$ cat src/design/qdac_pkg.sv
// Package: constants, field layouts and carrier types of the quad converter update receiver
package qdac_pkg;

  // ----------------------------------------------------------------
  // Widths and depths
  // ----------------------------------------------------------------
  localparam int CODE_W     = 12;
  localparam int CHANS      = 4;
  localparam int FIFO_DEPTH = 16;

  // ----------------------------------------------------------------
  // Address byte
  // ----------------------------------------------------------------
  localparam logic [4:0] ADDR_PREFIX  = 5'h13;
  localparam logic [7:0] BCAST_ADDR   = 8'h90;
  localparam logic [4:0] MCODE_PREFIX = 5'h01;

  // ----------------------------------------------------------------
  // Field positions of update_control_byte and data bytes
  // ----------------------------------------------------------------
  localparam int CTRL_RSV_MSB   = 7;
  localparam int CTRL_RSV_LSB   = 6;
  localparam int CTRL_MODE_MSB  = 5;
  localparam int CTRL_MODE_LSB  = 4;
  localparam int CTRL_SEL_MSB   = 2;
  localparam int CTRL_SEL_LSB   = 1;
  localparam int CTRL_PD_BIT    = 0;
  localparam int UPPER_PD_MSB   = 7;
  localparam int UPPER_PD_LSB   = 6;
  localparam int LOWER_CODE_MSB = 7;
  localparam int LOWER_CODE_LSB = 4;

  // ----------------------------------------------------------------
  // Reset values and counts
  // ----------------------------------------------------------------
  localparam logic [11:0] CODE_RST        = 12'h000;
  localparam logic [1:0]  PD_RST          = 2'h0;
  localparam logic [7:0]  CTRL_RST        = 8'h00;
  localparam logic [3:0]  BITS_PER_BYTE   = 4'h8;
  localparam logic [1:0]  SEL_CAPTURE_AT  = 2'h2;
  localparam int          PAIR_SCL_CYCLES = 18;

  // ----------------------------------------------------------------
  // Types
  // ----------------------------------------------------------------
  typedef enum logic [1:0] {
    MODE_TEMP   = 2'b00,
    MODE_DIRECT = 2'b01,
    MODE_SYNC   = 2'b10,
    MODE_BCAST  = 2'b11
  } qdac_mode_t;

  typedef enum logic [3:0] {
    ST_IDLE      = 4'b0000,
    ST_RX_ADDR   = 4'b0001,
    ST_ACK_ADDR  = 4'b0010,
    ST_RX_CTRL   = 4'b0011,
    ST_ACK_CTRL  = 4'b0100,
    ST_RX_UPPER  = 4'b0101,
    ST_ACK_UPPER = 4'b0110,
    ST_RX_LOWER  = 4'b0111,
    ST_ACK_LOWER = 4'b1000,
    ST_IGNORE    = 4'b1001
  } qdac_state_t;

  typedef struct packed {
    logic [1:0]        pd;
    logic [CODE_W-1:0] code;
  } qdac_chan_t;

  typedef struct packed {
    qdac_chan_t [CHANS-1:0] chan;
  } qdac_bank_t;

  typedef struct packed {
    logic [7:0] ctrl;
    logic [7:0] upper;
    logic [7:0] lower;
  } qdac_upd_t;

  localparam int UPD_W = $bits(qdac_upd_t);

endpackage

$ cat src/design/qdac_i2c_update.sv
// Two-wire slave receiver that updates four 12-bit channel register pairs
`timescale 1ns/1ps
`default_nettype none

// Behaviour
// - Start, matching address, control byte, upper then lower data byte form first update.
// - Each byte of a matched frame is acknowledged by holding data low over the next clock pulse, before a bad control byte or a lower byte met by a full queue.
// - Register update happens when the clock after the lower byte acknowledge falls.
// - Control byte is kept; every later data pair updates using it until replaced.
// - Later updates need only 18 clock cycles: two bytes and two acknowledges.
// - Stop releases the data line and waits for a new start.
// - First byte after start is the address; low bit is the direction.
// - Local address matches only when the five top bits equal 10011.
// - Next two address bits equal select pins captured once after power-up.
// - Broadcast address byte 1001 0000 is acknowledged regardless of select pins.
// - Broadcast is honoured for writes only; broadcast reads are ignored.
// - Control byte: top two bits zero, mode, ignored bit, channel, power-down flag.
// - Mode 00 writes only the selected temporary register.
// - Mode 01 writes temporary and output registers of the selected channel.
// - Mode 10 writes selected pair; other outputs take their temporaries together.
// - Mode 11 ignores channel select and updates all four channels together.
// - High-speed master code is never acknowledged; speed follows the bus clock.
// - Only seven-bit addressing; ten-bit and general call are not acknowledged.
// - With power-down flag set, upper byte top bits are power-down information.
module qdac_i2c_update (
  // Clock and reset
  input  wire logic                I_CLK,
  input  wire logic                I_NRST,
  // Two-wire bus
  input  wire logic                I_SCL,
  input  wire logic                I_SDA,
  output logic                     O_SDA_O,
  output logic                     O_SDA_OE,
  // Device select pins
  input  wire logic                I_DEV_SELECT_PIN_HI,
  input  wire logic                I_DEV_SELECT_PIN_LO,
  // Apply stage back-pressure
  input  wire logic                I_APPLY_HOLD,
  // Channel outputs and status
  output qdac_pkg::qdac_bank_t     O_OUT_BANK,
  output logic                     O_UPDATE,
  output logic                     O_CTRL_VALID
);

  typedef struct packed {
    logic                  scl_s1;
    logic                  scl_s2;
    logic                  scl_d;
    logic                  sda_s1;
    logic                  sda_s2;
    logic                  sda_d;
    logic [1:0]            sel_s1;
    logic [1:0]            sel_s2;
    logic [1:0]            sel_wait;
    logic [1:0]            sel_lat;
    logic                  sel_done;
    qdac_pkg::qdac_state_t state;
    logic [3:0]            bitcnt;
    logic [7:0]            shift;
    logic                  oe;
    logic                  sda_o;
    logic [7:0]            ctrl;
    logic                  ctrl_valid;
    logic [7:0]            upper;
    qdac_pkg::qdac_bank_t  temp_bank;
    qdac_pkg::qdac_bank_t  out_bank;
    logic                  upd;
  } qdac_st_t;

  qdac_st_t            s_r;
  qdac_st_t            s_nxt;
  logic                scl_rise;
  logic                scl_fall;
  logic                start_c;
  logic                stop_c;
  logic                byte_done;
  logic                addr_ok;
  logic                push;
  qdac_pkg::qdac_upd_t push_data;
  logic                fifo_in_ready;
  logic                fifo_out_valid;
  qdac_pkg::qdac_upd_t fifo_out_data;
  logic                apply;
  qdac_pkg::qdac_mode_t mode;
  logic [1:0]          sel;

  // ----------------------------------------------------------------
  // Helpers
  // ----------------------------------------------------------------
  function automatic qdac_pkg::qdac_chan_t load_chan(qdac_pkg::qdac_upd_t u, qdac_pkg::qdac_chan_t old);
    qdac_pkg::qdac_chan_t c;
    c = old;
    if (u.ctrl[qdac_pkg::CTRL_PD_BIT]) begin
      // Power-down request keeps the stored code
      c.pd = u.upper[qdac_pkg::UPPER_PD_MSB:qdac_pkg::UPPER_PD_LSB];
    end else begin
      c.pd   = qdac_pkg::PD_RST;
      c.code = {u.upper, u.lower[qdac_pkg::LOWER_CODE_MSB:qdac_pkg::LOWER_CODE_LSB]};
    end
    return c;
  endfunction

  // ----------------------------------------------------------------
  // Bus conditions
  // ----------------------------------------------------------------
  assign scl_rise  = s_r.scl_s2 && !s_r.scl_d;
  assign scl_fall  = !s_r.scl_s2 && s_r.scl_d;
  assign start_c   = s_r.scl_s2 && s_r.scl_d && s_r.sda_d && !s_r.sda_s2;
  assign stop_c    = s_r.scl_s2 && s_r.scl_d && !s_r.sda_d && s_r.sda_s2;
  assign byte_done = scl_fall && (s_r.bitcnt == qdac_pkg::BITS_PER_BYTE);
  // Local write, or broadcast write; master code, general call, ten-bit and reads fall through
  assign addr_ok   = ((s_r.shift[7:3] == qdac_pkg::ADDR_PREFIX) && (s_r.shift[2:1] == s_r.sel_lat)
                      && !s_r.shift[0]) || (s_r.shift == qdac_pkg::BCAST_ADDR);

  assign push_data = '{ctrl: s_r.ctrl, upper: s_r.upper, lower: s_r.shift};
  assign push      = (s_r.state == qdac_pkg::ST_ACK_LOWER) && scl_fall && !start_c && !stop_c;
  assign apply     = fifo_out_valid && !I_APPLY_HOLD;
  assign mode      = qdac_pkg::qdac_mode_t'(fifo_out_data.ctrl[qdac_pkg::CTRL_MODE_MSB:qdac_pkg::CTRL_MODE_LSB]);
  assign sel       = fifo_out_data.ctrl[qdac_pkg::CTRL_SEL_MSB:qdac_pkg::CTRL_SEL_LSB];

  // ----------------------------------------------------------------
  // Next state
  // ----------------------------------------------------------------
  always_comb begin
    qdac_pkg::qdac_chan_t w;
    w = '0;
    s_nxt = s_r;
    s_nxt.scl_s1 = I_SCL;
    s_nxt.scl_s2 = s_r.scl_s1;
    s_nxt.scl_d  = s_r.scl_s2;
    s_nxt.sda_s1 = I_SDA;
    s_nxt.sda_s2 = s_r.sda_s1;
    s_nxt.sda_d  = s_r.sda_s2;
    s_nxt.sel_s1 = {I_DEV_SELECT_PIN_HI, I_DEV_SELECT_PIN_LO};
    s_nxt.sel_s2 = s_r.sel_s1;
    s_nxt.upd    = 1'b0;
    // Pins are caught once, after the synchroniser has filled
    if (!s_r.sel_done) begin
      s_nxt.sel_wait = 2'(s_r.sel_wait + 1'b1);
      if (s_r.sel_wait == qdac_pkg::SEL_CAPTURE_AT) begin
        s_nxt.sel_lat  = s_r.sel_s2;
        s_nxt.sel_done = 1'b1;
      end
    end

    if (stop_c) begin
      s_nxt.state = qdac_pkg::ST_IDLE;
      s_nxt.oe    = 1'b0;
    end else if (start_c) begin
      // Repeated start also lands here, so the high-speed sequence needs no extra state
      s_nxt.state  = qdac_pkg::ST_RX_ADDR;
      s_nxt.bitcnt = '0;
      s_nxt.oe     = 1'b0;
    end else begin
      unique case (s_r.state)
        qdac_pkg::ST_IDLE, qdac_pkg::ST_IGNORE: begin
          s_nxt.oe = 1'b0;
        end
        qdac_pkg::ST_RX_ADDR, qdac_pkg::ST_RX_CTRL,
        qdac_pkg::ST_RX_UPPER, qdac_pkg::ST_RX_LOWER: begin
          if (scl_rise) begin
            s_nxt.shift  = {s_r.shift[6:0], s_r.sda_s2};
            s_nxt.bitcnt = 4'(s_r.bitcnt + 1'b1);
          end
          if (byte_done) begin
            s_nxt.bitcnt = '0;
            s_nxt.state  = qdac_pkg::ST_IGNORE;
            unique case (s_r.state)
              qdac_pkg::ST_RX_ADDR: begin
                if (addr_ok) begin
                  s_nxt.state = qdac_pkg::ST_ACK_ADDR;
                  s_nxt.oe    = 1'b1;
                end
              end
              qdac_pkg::ST_RX_CTRL: begin
                if (s_r.shift[qdac_pkg::CTRL_RSV_MSB:qdac_pkg::CTRL_RSV_LSB] == 2'h0) begin
                  s_nxt.state      = qdac_pkg::ST_ACK_CTRL;
                  s_nxt.oe         = 1'b1;
                  s_nxt.ctrl       = s_r.shift;
                  s_nxt.ctrl_valid = 1'b1;
                end
              end
              qdac_pkg::ST_RX_UPPER: begin
                s_nxt.state = qdac_pkg::ST_ACK_UPPER;
                s_nxt.oe    = 1'b1;
                s_nxt.upper = s_r.shift;
              end
              default: begin
                // A full queue refuses the lower byte so the master sees the stall
                if (fifo_in_ready) begin
                  s_nxt.state = qdac_pkg::ST_ACK_LOWER;
                  s_nxt.oe    = 1'b1;
                end
              end
            endcase
          end
        end
        qdac_pkg::ST_ACK_ADDR, qdac_pkg::ST_ACK_CTRL,
        qdac_pkg::ST_ACK_UPPER, qdac_pkg::ST_ACK_LOWER: begin
          if (scl_fall) begin
            s_nxt.oe = 1'b0;
            unique case (s_r.state)
              qdac_pkg::ST_ACK_ADDR:  s_nxt.state = qdac_pkg::ST_RX_CTRL;
              qdac_pkg::ST_ACK_CTRL:  s_nxt.state = qdac_pkg::ST_RX_UPPER;
              qdac_pkg::ST_ACK_UPPER: s_nxt.state = qdac_pkg::ST_RX_LOWER;
              default:                s_nxt.state = qdac_pkg::ST_RX_UPPER;
            endcase
          end
        end
        default: begin
          s_nxt.state = qdac_pkg::ST_IDLE;
          s_nxt.oe    = 1'b0;
        end
      endcase
    end

    // Apply stage: channel index i is A..D for codes 00..11
    if (apply) begin
      s_nxt.upd = 1'b1;
      for (int i = 0; i < qdac_pkg::CHANS; i++) begin
        w = load_chan(fifo_out_data, s_r.temp_bank.chan[i]);
        unique case (mode)
          qdac_pkg::MODE_TEMP: begin
            if (sel == 2'(i)) begin
              s_nxt.temp_bank.chan[i] = w;
            end
          end
          qdac_pkg::MODE_DIRECT: begin
            if (sel == 2'(i)) begin
              s_nxt.temp_bank.chan[i] = w;
              s_nxt.out_bank.chan[i]  = w;
            end
          end
          qdac_pkg::MODE_SYNC: begin
            if (sel == 2'(i)) begin
              s_nxt.temp_bank.chan[i] = w;
              s_nxt.out_bank.chan[i]  = w;
            end else begin
              s_nxt.out_bank.chan[i] = s_r.temp_bank.chan[i];
            end
          end
          qdac_pkg::MODE_BCAST: begin
            s_nxt.temp_bank.chan[i] = w;
            s_nxt.out_bank.chan[i]  = w;
          end
        endcase
      end
    end
  end

  always_ff @(posedge I_CLK) begin
    if (!I_NRST) begin
      s_r <= '0;
    end else begin
      s_r <= s_nxt;
    end
  end

  // ----------------------------------------------------------------
  // Update queue
  // ----------------------------------------------------------------
  qdac_fifo #(
    .W     (qdac_pkg::UPD_W),
    .DEPTH (qdac_pkg::FIFO_DEPTH)
  ) u_fifo (
    .i_clk       (I_CLK),
    .i_nrst      (I_NRST),
    .i_in_valid  (push),
    .i_in_data   (push_data),
    .o_in_ready  (fifo_in_ready),
    .o_out_valid (fifo_out_valid),
    .o_out_data  (fifo_out_data),
    .i_out_ready (!I_APPLY_HOLD)
  );

  assign O_SDA_O      = s_r.sda_o;
  assign O_SDA_OE     = s_r.oe;
  assign O_OUT_BANK   = s_r.out_bank;
  assign O_UPDATE     = s_r.upd;
  assign O_CTRL_VALID = s_r.ctrl_valid;
endmodule

`default_nettype wire

$ cat src/design/qdac_fifo.sv
// Parameterised FIFO with a registered output stage, valid/ready on both sides
`timescale 1ns/1ps
`default_nettype none

module qdac_fifo #(
  parameter int W     = 24,
  parameter int DEPTH = 16
) (
  // Clock and reset
  input  wire logic         i_clk,
  input  wire logic         i_nrst,
  // Fill side
  input  wire logic         i_in_valid,
  input  wire logic [W-1:0] i_in_data,
  output logic              o_in_ready,
  // Drain side
  output logic              o_out_valid,
  output logic [W-1:0]      o_out_data,
  input  wire logic         i_out_ready
);

  localparam int AW = $clog2(DEPTH);
  localparam logic [AW:0] FULL_CNT = (AW+1)'(DEPTH);

  typedef struct packed {
    logic [DEPTH-1:0][W-1:0] mem;
    logic [AW-1:0]           wr_ptr;
    logic [AW-1:0]           rd_ptr;
    logic [AW:0]             count;
    logic [W-1:0]            out_data;
    logic                    out_valid;
  } qdac_fifo_st_t;

  qdac_fifo_st_t s_r;
  qdac_fifo_st_t s_nxt;
  logic          push;
  logic          pop;

  // ----------------------------------------------------------------
  // Next state
  // ----------------------------------------------------------------
  always_comb begin
    s_nxt = s_r;
    push  = i_in_valid && (s_r.count != FULL_CNT);
    // Output register refills whenever it is empty or being taken
    pop   = (s_r.count != '0) && (!s_r.out_valid || i_out_ready);
    if (i_out_ready) begin
      s_nxt.out_valid = 1'b0;
    end
    if (pop) begin
      s_nxt.out_data  = s_r.mem[s_r.rd_ptr];
      s_nxt.out_valid = 1'b1;
      s_nxt.rd_ptr    = AW'(s_r.rd_ptr + 1'b1);
    end
    if (push) begin
      s_nxt.mem[s_r.wr_ptr] = i_in_data;
      s_nxt.wr_ptr          = AW'(s_r.wr_ptr + 1'b1);
    end
    s_nxt.count = (AW+1)'(s_r.count + {{AW{1'b0}}, push} - {{AW{1'b0}}, pop});
  end

  always_ff @(posedge i_clk) begin
    if (!i_nrst) begin
      s_r <= '0;
    end else begin
      s_r <= s_nxt;
    end
  end

  assign o_in_ready  = (s_r.count != FULL_CNT);
  assign o_out_valid = s_r.out_valid;
  assign o_out_data  = s_r.out_data;

endmodule

`default_nettype wire

$ cat config.mk
export PLATFORM = sky130hd
export DESIGN_NAME = qdac_i2c_update
export DESIGN_NICKNAME = d
export VERILOG_FILES = /design/src/design/qdac_pkg.sv /design/src/design/qdac_i2c_update.sv /design/src/design/qdac_fifo.sv
export SDC_FILE = /design/constraint.sdc
export NUM_CORES = 1
export LEC_CHECK = 0
export BUFFER_PORTS_ARGS = -buffer_cell sky130_fd_sc_hd__buf_2
export CORE_MARGIN = 4
export CORE_UTILIZATION = 48
export CTS_BUF_LIST = sky130_fd_sc_hd__clkbuf_8
export CTS_CLUSTER_SIZE = 24
export DETAILED_ROUTE_END_ITERATION = 12
export GPL_TIMING_DRIVEN = 0
export SLEW_MARGIN = 20
export SYNTH_ARGS = -nofsm -noshare
export SYNTH_HDL_FRONTEND = slang
export SYNTH_SLANG_ARGS = --single-unit
$ cat constraint.sdc
create_clock -name I_CLK -period 3.43 [get_ports I_CLK]
set_input_delay 0.1715 -clock I_CLK [delete_from_list [all_inputs] [get_ports I_CLK]]
set_output_delay 0.1715 -clock I_CLK [all_outputs]
set_load 0.02 [all_outputs]
* After elaboration in Yosys (flattened, before gate mapping)
Index checks and enable logic that the tools add are counted.
Widths: inputs -> output; s select.
** Storage, ports and cells
- Flip-flop bits (word level) :: 582
- Word-level logic and storage cells :: 208
** Cells by class
- Add/sub/neg operators :: 6
- Mux-type cells :: 49
- Reduce and logical (&&, ||, !) cells :: 54
- Bitwise operators :: 5
- Equal/unequal tests :: 34
- Order comparisons :: 3
** Operators by type and width (count)
- $bwmux 384 :: 1
- $pmux 14 s3 :: 4
- $mux 14 :: 8
- $pmux 14 s2 :: 4
- $bmux 24 s4 :: 1
- $demux 24 s4 :: 1
- $mux 12 :: 6
- $mux 24 :: 1
- $pmux 4 s3 :: 2
- $mux 22 :: 1
- $reduce_and 3->1 :: 7
- $logic_and 1x1->1 :: 17
- $eq 4x3->1 const B :: 4
- $ne 2x2->1 const B :: 7
- $add 4x1->4 const B :: 3
- $eq 4x4->1 const B :: 3
- $mux 4 :: 3
- $ne 3x3->1 const B :: 4
- $mux 1 :: 11
- $eq 2x2->1 const B :: 5
- $lt 4x5->1 const B :: 2
- $ne 5x5->1 const B :: 2
- $reduce_and 5->1 :: 2
- $logic_not 1->1 :: 9
- 30 further kinds :: 43

* Depth between registers and ports, before layout
- Word-level depth :: 9
- Gate-level depth with buffers :: 15
- Mapped depth without buffers :: 15

* Cells and area by module
Synthesis repeated with hierarchy kept, for this count alone.
** Second synthesis, totals
- Cells, all modules :: 2564
- Area total of the unflattened synthesis :: 24568.6 um2
** Modules (own cells, without submodules)
- qdac_fifo :: times used 1, cells an instance 1783, area each 17421.7 um2
- qdac_i2c_update :: times used 1, cells an instance 781, area each 7146.9 um2

* Least setup slack after synthesis
OpenSTA, ideal clock, no wires.
- Path type :: flip-flop to flip-flop
- From :: register u_fifo.s_r[28] (netlist name)
- To :: register u_fifo.s_r[29] (netlist name)
- Cell stages (with the launch flop) :: 16
- Clock period less this slack :: 2.497 ns
- Data arrival time :: 2.427 ns
- Setup time :: 0.070 ns
- Path buffers :: 0
- Slack :: 0.933 ns
- Path through :: dfxtp_1 inv_1 ha_1 nor4b_1 nand2b_1 inv_1 ha_1 inv_1 ha_1 inv_1 fa_1 inv_1 a21oi_1 nor2_1 or3_1 a21oi_1
** Between the ends
- Elaborated cells between the ends (all ways) :: 6
- Those cells by class :: 2 x add/sub; 1 x eq/ne; 3 x reduce/logical
** RTL lines
- from (decl) :: RTL line qdac_fifo.sv:34 : qdac_fifo_st_t s_r;
- from (signal assigned) :: RTL line qdac_fifo.sv:66 : s_r <= s_nxt;
- $reduce_bool 5->1 :: RTL line qdac_fifo.sv:46 : pop = (s_r.count != '0) && (!s_r.out_valid || i_out_ready);
- $logic_and 1x1->1 :: RTL line qdac_fifo.sv:46
- net u_fifo.pop :: RTL line qdac_fifo.sv:37 : logic pop;
- $sub 5x1->5 :: RTL line qdac_fifo.sv:59 : s_nxt.count = (AW+1)'(s_r.count + {{AW{1'b0}}, push} - {{AW{1'b0}}, pop});
The timed path passes the listed nets, and every way through them passes these cells.
A chain may end at the register's enable or synchronous reset.

* Worst setup path in the final report
- From :: register u_fifo.s_r[31] (netlist name)
- To :: register u_fifo.s_r (netlist bit u_fifo.o_out_data[13])
** Between the ends
- Word-level cells in the longest chain between the ends :: 2
** RTL lines
- $bmux 24 s4 :: RTL line qdac_fifo.sv:51 : s_nxt.out_data = s_r.mem[s_r.rd_ptr];
- $mux 22 (implied by the code) :: RTL line qdac_fifo.sv:51
No other way between the ends. The select of a mux whose other input is x is not followed.

==> flow_metrics.tcl <==
set metrics [dict create \
    outcome "finished clean" \
    ioPinCount 67 \
    worstSetupPathType "flop to flop" \
    diodes 0 \
    slew_headroom_pct 34.2 \
    leakage_nw 7.97 \
    dp_slack_ps 557 \
    die_w_um 208 \
    utilization_pct 55.0 \
    max_clock_freq_mhz 337 \
    worstHoldPathCells 3 \
    p_switching_mw 3.06 \
    swShare_pct 26.5 \
    fin_setup_tns_ps 0 \
    placed_area_sq_um 20300 \
    routed-via-count 15514 \
    p_total_mw 11.5 \
    synth_top_family_by_area "multiplexers" \
    port_buffers 64 \
    drv_cap 0 \
    muxShareOfSynthArea_pct 15.8 \
    fin_crit_sh_pct 86.6 \
    wire_per_inst_um 20.9 \
    p_int_mw 8.49 \
    clock_latency_ps 640 \
    clockPowerShare_pct 41.5 \
    critPathRequiredTime_ps 3920 \
    drtAntennaViolNets 0 \
    antenna_found_initial 1 \
    crit_fanout 10 \
    cts_max_level 3 \
    ff2ff_path_depth 6 \
    dp_cells 2574 \
    syn_nets 2007 \
    synth_compound_area_share_pct 12.0 \
    syn_inst 1985 \
    cp.arrival_ps 3460 \
    final_cells 2718 \
    wl_met1_um 24100 \
    seqPwrFrac_pct 47.4 \
    drive_gt1_share_pct 17.1 \
    synth_area_sq_um 19300 \
    endpoint_kind "flop" \
    root_buffer "clkbuf_8" \
    cts.sinks 462 \
    worst_slack_ps 461 \
    avgSynthCellArea_sq_um 9.71 \
    fillCellCount 3628 \
    synth_edf_count 0 \
    final_hold_viol_count 0 \
    synth_fa_ha_area_share_pct 1.06 \
    synth-seq-cells 462 \
    post_cts_buffers 0 \
    cts_buffers 77 \
    core.rowCount 73 \
    hold_class "primary input to flop" \
    comb_power_share_pct 11.1 \
    overflow 0 \
    holdWs_ps 72.7 \
    avgViaCountPerCell 5.71 \
    grt_setup_unrepaired "false" \
    top_layer_used "met5" \
    wl_met3_um 3920 \
    wl_met2_um 26400 \
    power_density_nw_per_um2 529 \
    synth-xor-area-share_pct 0.500 \
    setup_violations 0 \
    vdd_drop_max_v 0.000340 \
    syn_to_final_growth_pct 13.3 \
    grt_pass1_vias 15115 \
    cts_max_path_buffers 3 \
    ys_types 52 \
    ys.flop_type "dfxtp_1" \
    ys_warn_count 0 \
    grt_pass1_wl_um 88300 \
    grt_start_max_net_pins 11 \
    core_area_sq_um 39700 \
    drc 0 \
    start_util_pct 48.5 \
    gp_congestion 0.919 \
    skew_ps 23.2 \
    start_kind "flop" \
    die_area_sq_um 43400 \
    drv_slew 0 \
    cts_tree "built" \
    drtIter0Drc 1232 \
    synth-simple-area-share_pct 15.6 \
    clk_pin_slew_ps 60 \
    yosysSeqAreaShare_pct 48.0 \
    fin_area_sq_um 21800 \
    worst_pin_slew_ps 987 \
    async_flop_share_pct 0 \
    wl_um 56900 \
    grtUsageTotal_pct 25.7 \
    dp_hpwl_um 40900 \
    fin_crit_ps 2970 \
    first_pass_iters 5 \
    die_h_um 208 \
    nNetsFinal 2155 \
]
==> worst max-delay path, stage by stage, from the launching register on <==
cell and delay [ps]:
dfxtp_1 330, buf_2 360, buf_2 380, buf_1 690
mux4_2 480, mux2i_1 370, o221ai_1 190
==> cell families after synthesis <==
kind of cell	after synthesis
AOI/OAI and AO/OA	411
xor gates and xnor gates	11
adders and majority gates	16
buffers and inverters	269
DFF	462
muxes	220
other	1
and+or+nand+nor	595
==> routing by layer <==
layer / GRT usage (%) / vias to the layer above
met5: 0 / -
met4: 11.0 / 2
met3: 5.37 / 148
met2: 41.0 / 518
met1: 34.1 / 7484
li1: - / 7362
==> flip-flops by register name, indices dropped and copies added, names as in the netlist <==
signal and cells:
s_r 73, O_OUT_BANK 56, u_fifo.o_out_data 17, O_UPDATE 1, O_CTRL_VALID 1, s_nxt 6, O_SDA_OE 1, u_fifo.o_out_valid 1
push_data 21, u_fifo.s_r 285
==> timing repair <==
item	4_1_cts	5_1_grt
resized for setup	0	0
hold buffers	5	0
endpoints found under the hold margin	5	0
==> power by group through the flow <==
stage,clock network (mW),logic [mW],registers [mW]
floorplan,0,0.929,5.58
global placement,0,1.26,5.59
detailed placement,0,1.27,5.59
CTS,4.88,1.28,5.48
global route,5.11,1.40,5.48
finish,4.79,1.28,5.48
==> layout by cell type (no fill, tap or decap), drive strengths merged, types with 7 or more instances in the layout <==
master,count
nand2,58
xor2,7
a21oi,33
nor2b,9
nor2,160
mux4,68
nand3,314
ha,14
o221ai,17
nand2b,9
a311oi,8
inv,56
a211oi,50
o21ai,285
mux2i,152
clkbuf,197
buf,214
dfxtp,462
and2,13
==> synth_stat cells, types with 4 or more instances <==
cell type    n  area share, %
dfxtp_1    462             48
nand3_1    303            7.9
o21ai_0    207            5.4
nor2_1     160            3.1
mux2i_1    152            7.9
clkbuf_1    97            1.9
o21ai_1     78            2.0
mux4_2      68            7.9
buf_4       63            2.5
nand2_1     58            1.1
a211oi_1    50            1.9
buf_2       50            1.3
a21oi_1     33           0.86
buf_1       33           0.64
inv_1       21           0.41
o221ai_1    17           0.77
ha_1        14           0.91
and2_1      13           0.42
nand3_4     10           0.91
nand2b_1     9           0.29
nor2b_1      9           0.29
a311oi_1     8           0.36
xor2_1       7           0.32
a31oi_1      6           0.19
or3_1        5           0.16
buf_6        4           0.23
nand4_4      4           0.44
nor3_1       4           0.10
xnor2_1      4           0.18
==> cell type report <==
type	count	area (sq um)	area share (%)
buffer	248	1260	5.77
clock inverter	40	171	0.785
tap	525	657	3.01
timing repair buffer	69	370	1.70
clock buffer	99	1360	6.24
inverter	21	78.8	0.361
sequential	462	9250	42.3
multi-input combinational	1254	8690	39.8
==> path summary, 6_finish.rpt <==
check,from,to,slack (ps)
worst max-delay path,u_fifo.s_r[31],u_fifo.o_out_data[13],460
worst min-delay path,I_NRST,u_fifo.s_r[378],70
worst max register to register,u_fifo.s_r[31],u_fifo.o_out_data[13],460
worst min register to register,s_nxt[161],s_nxt[160],430
Power figures use the tool's default switching activity.
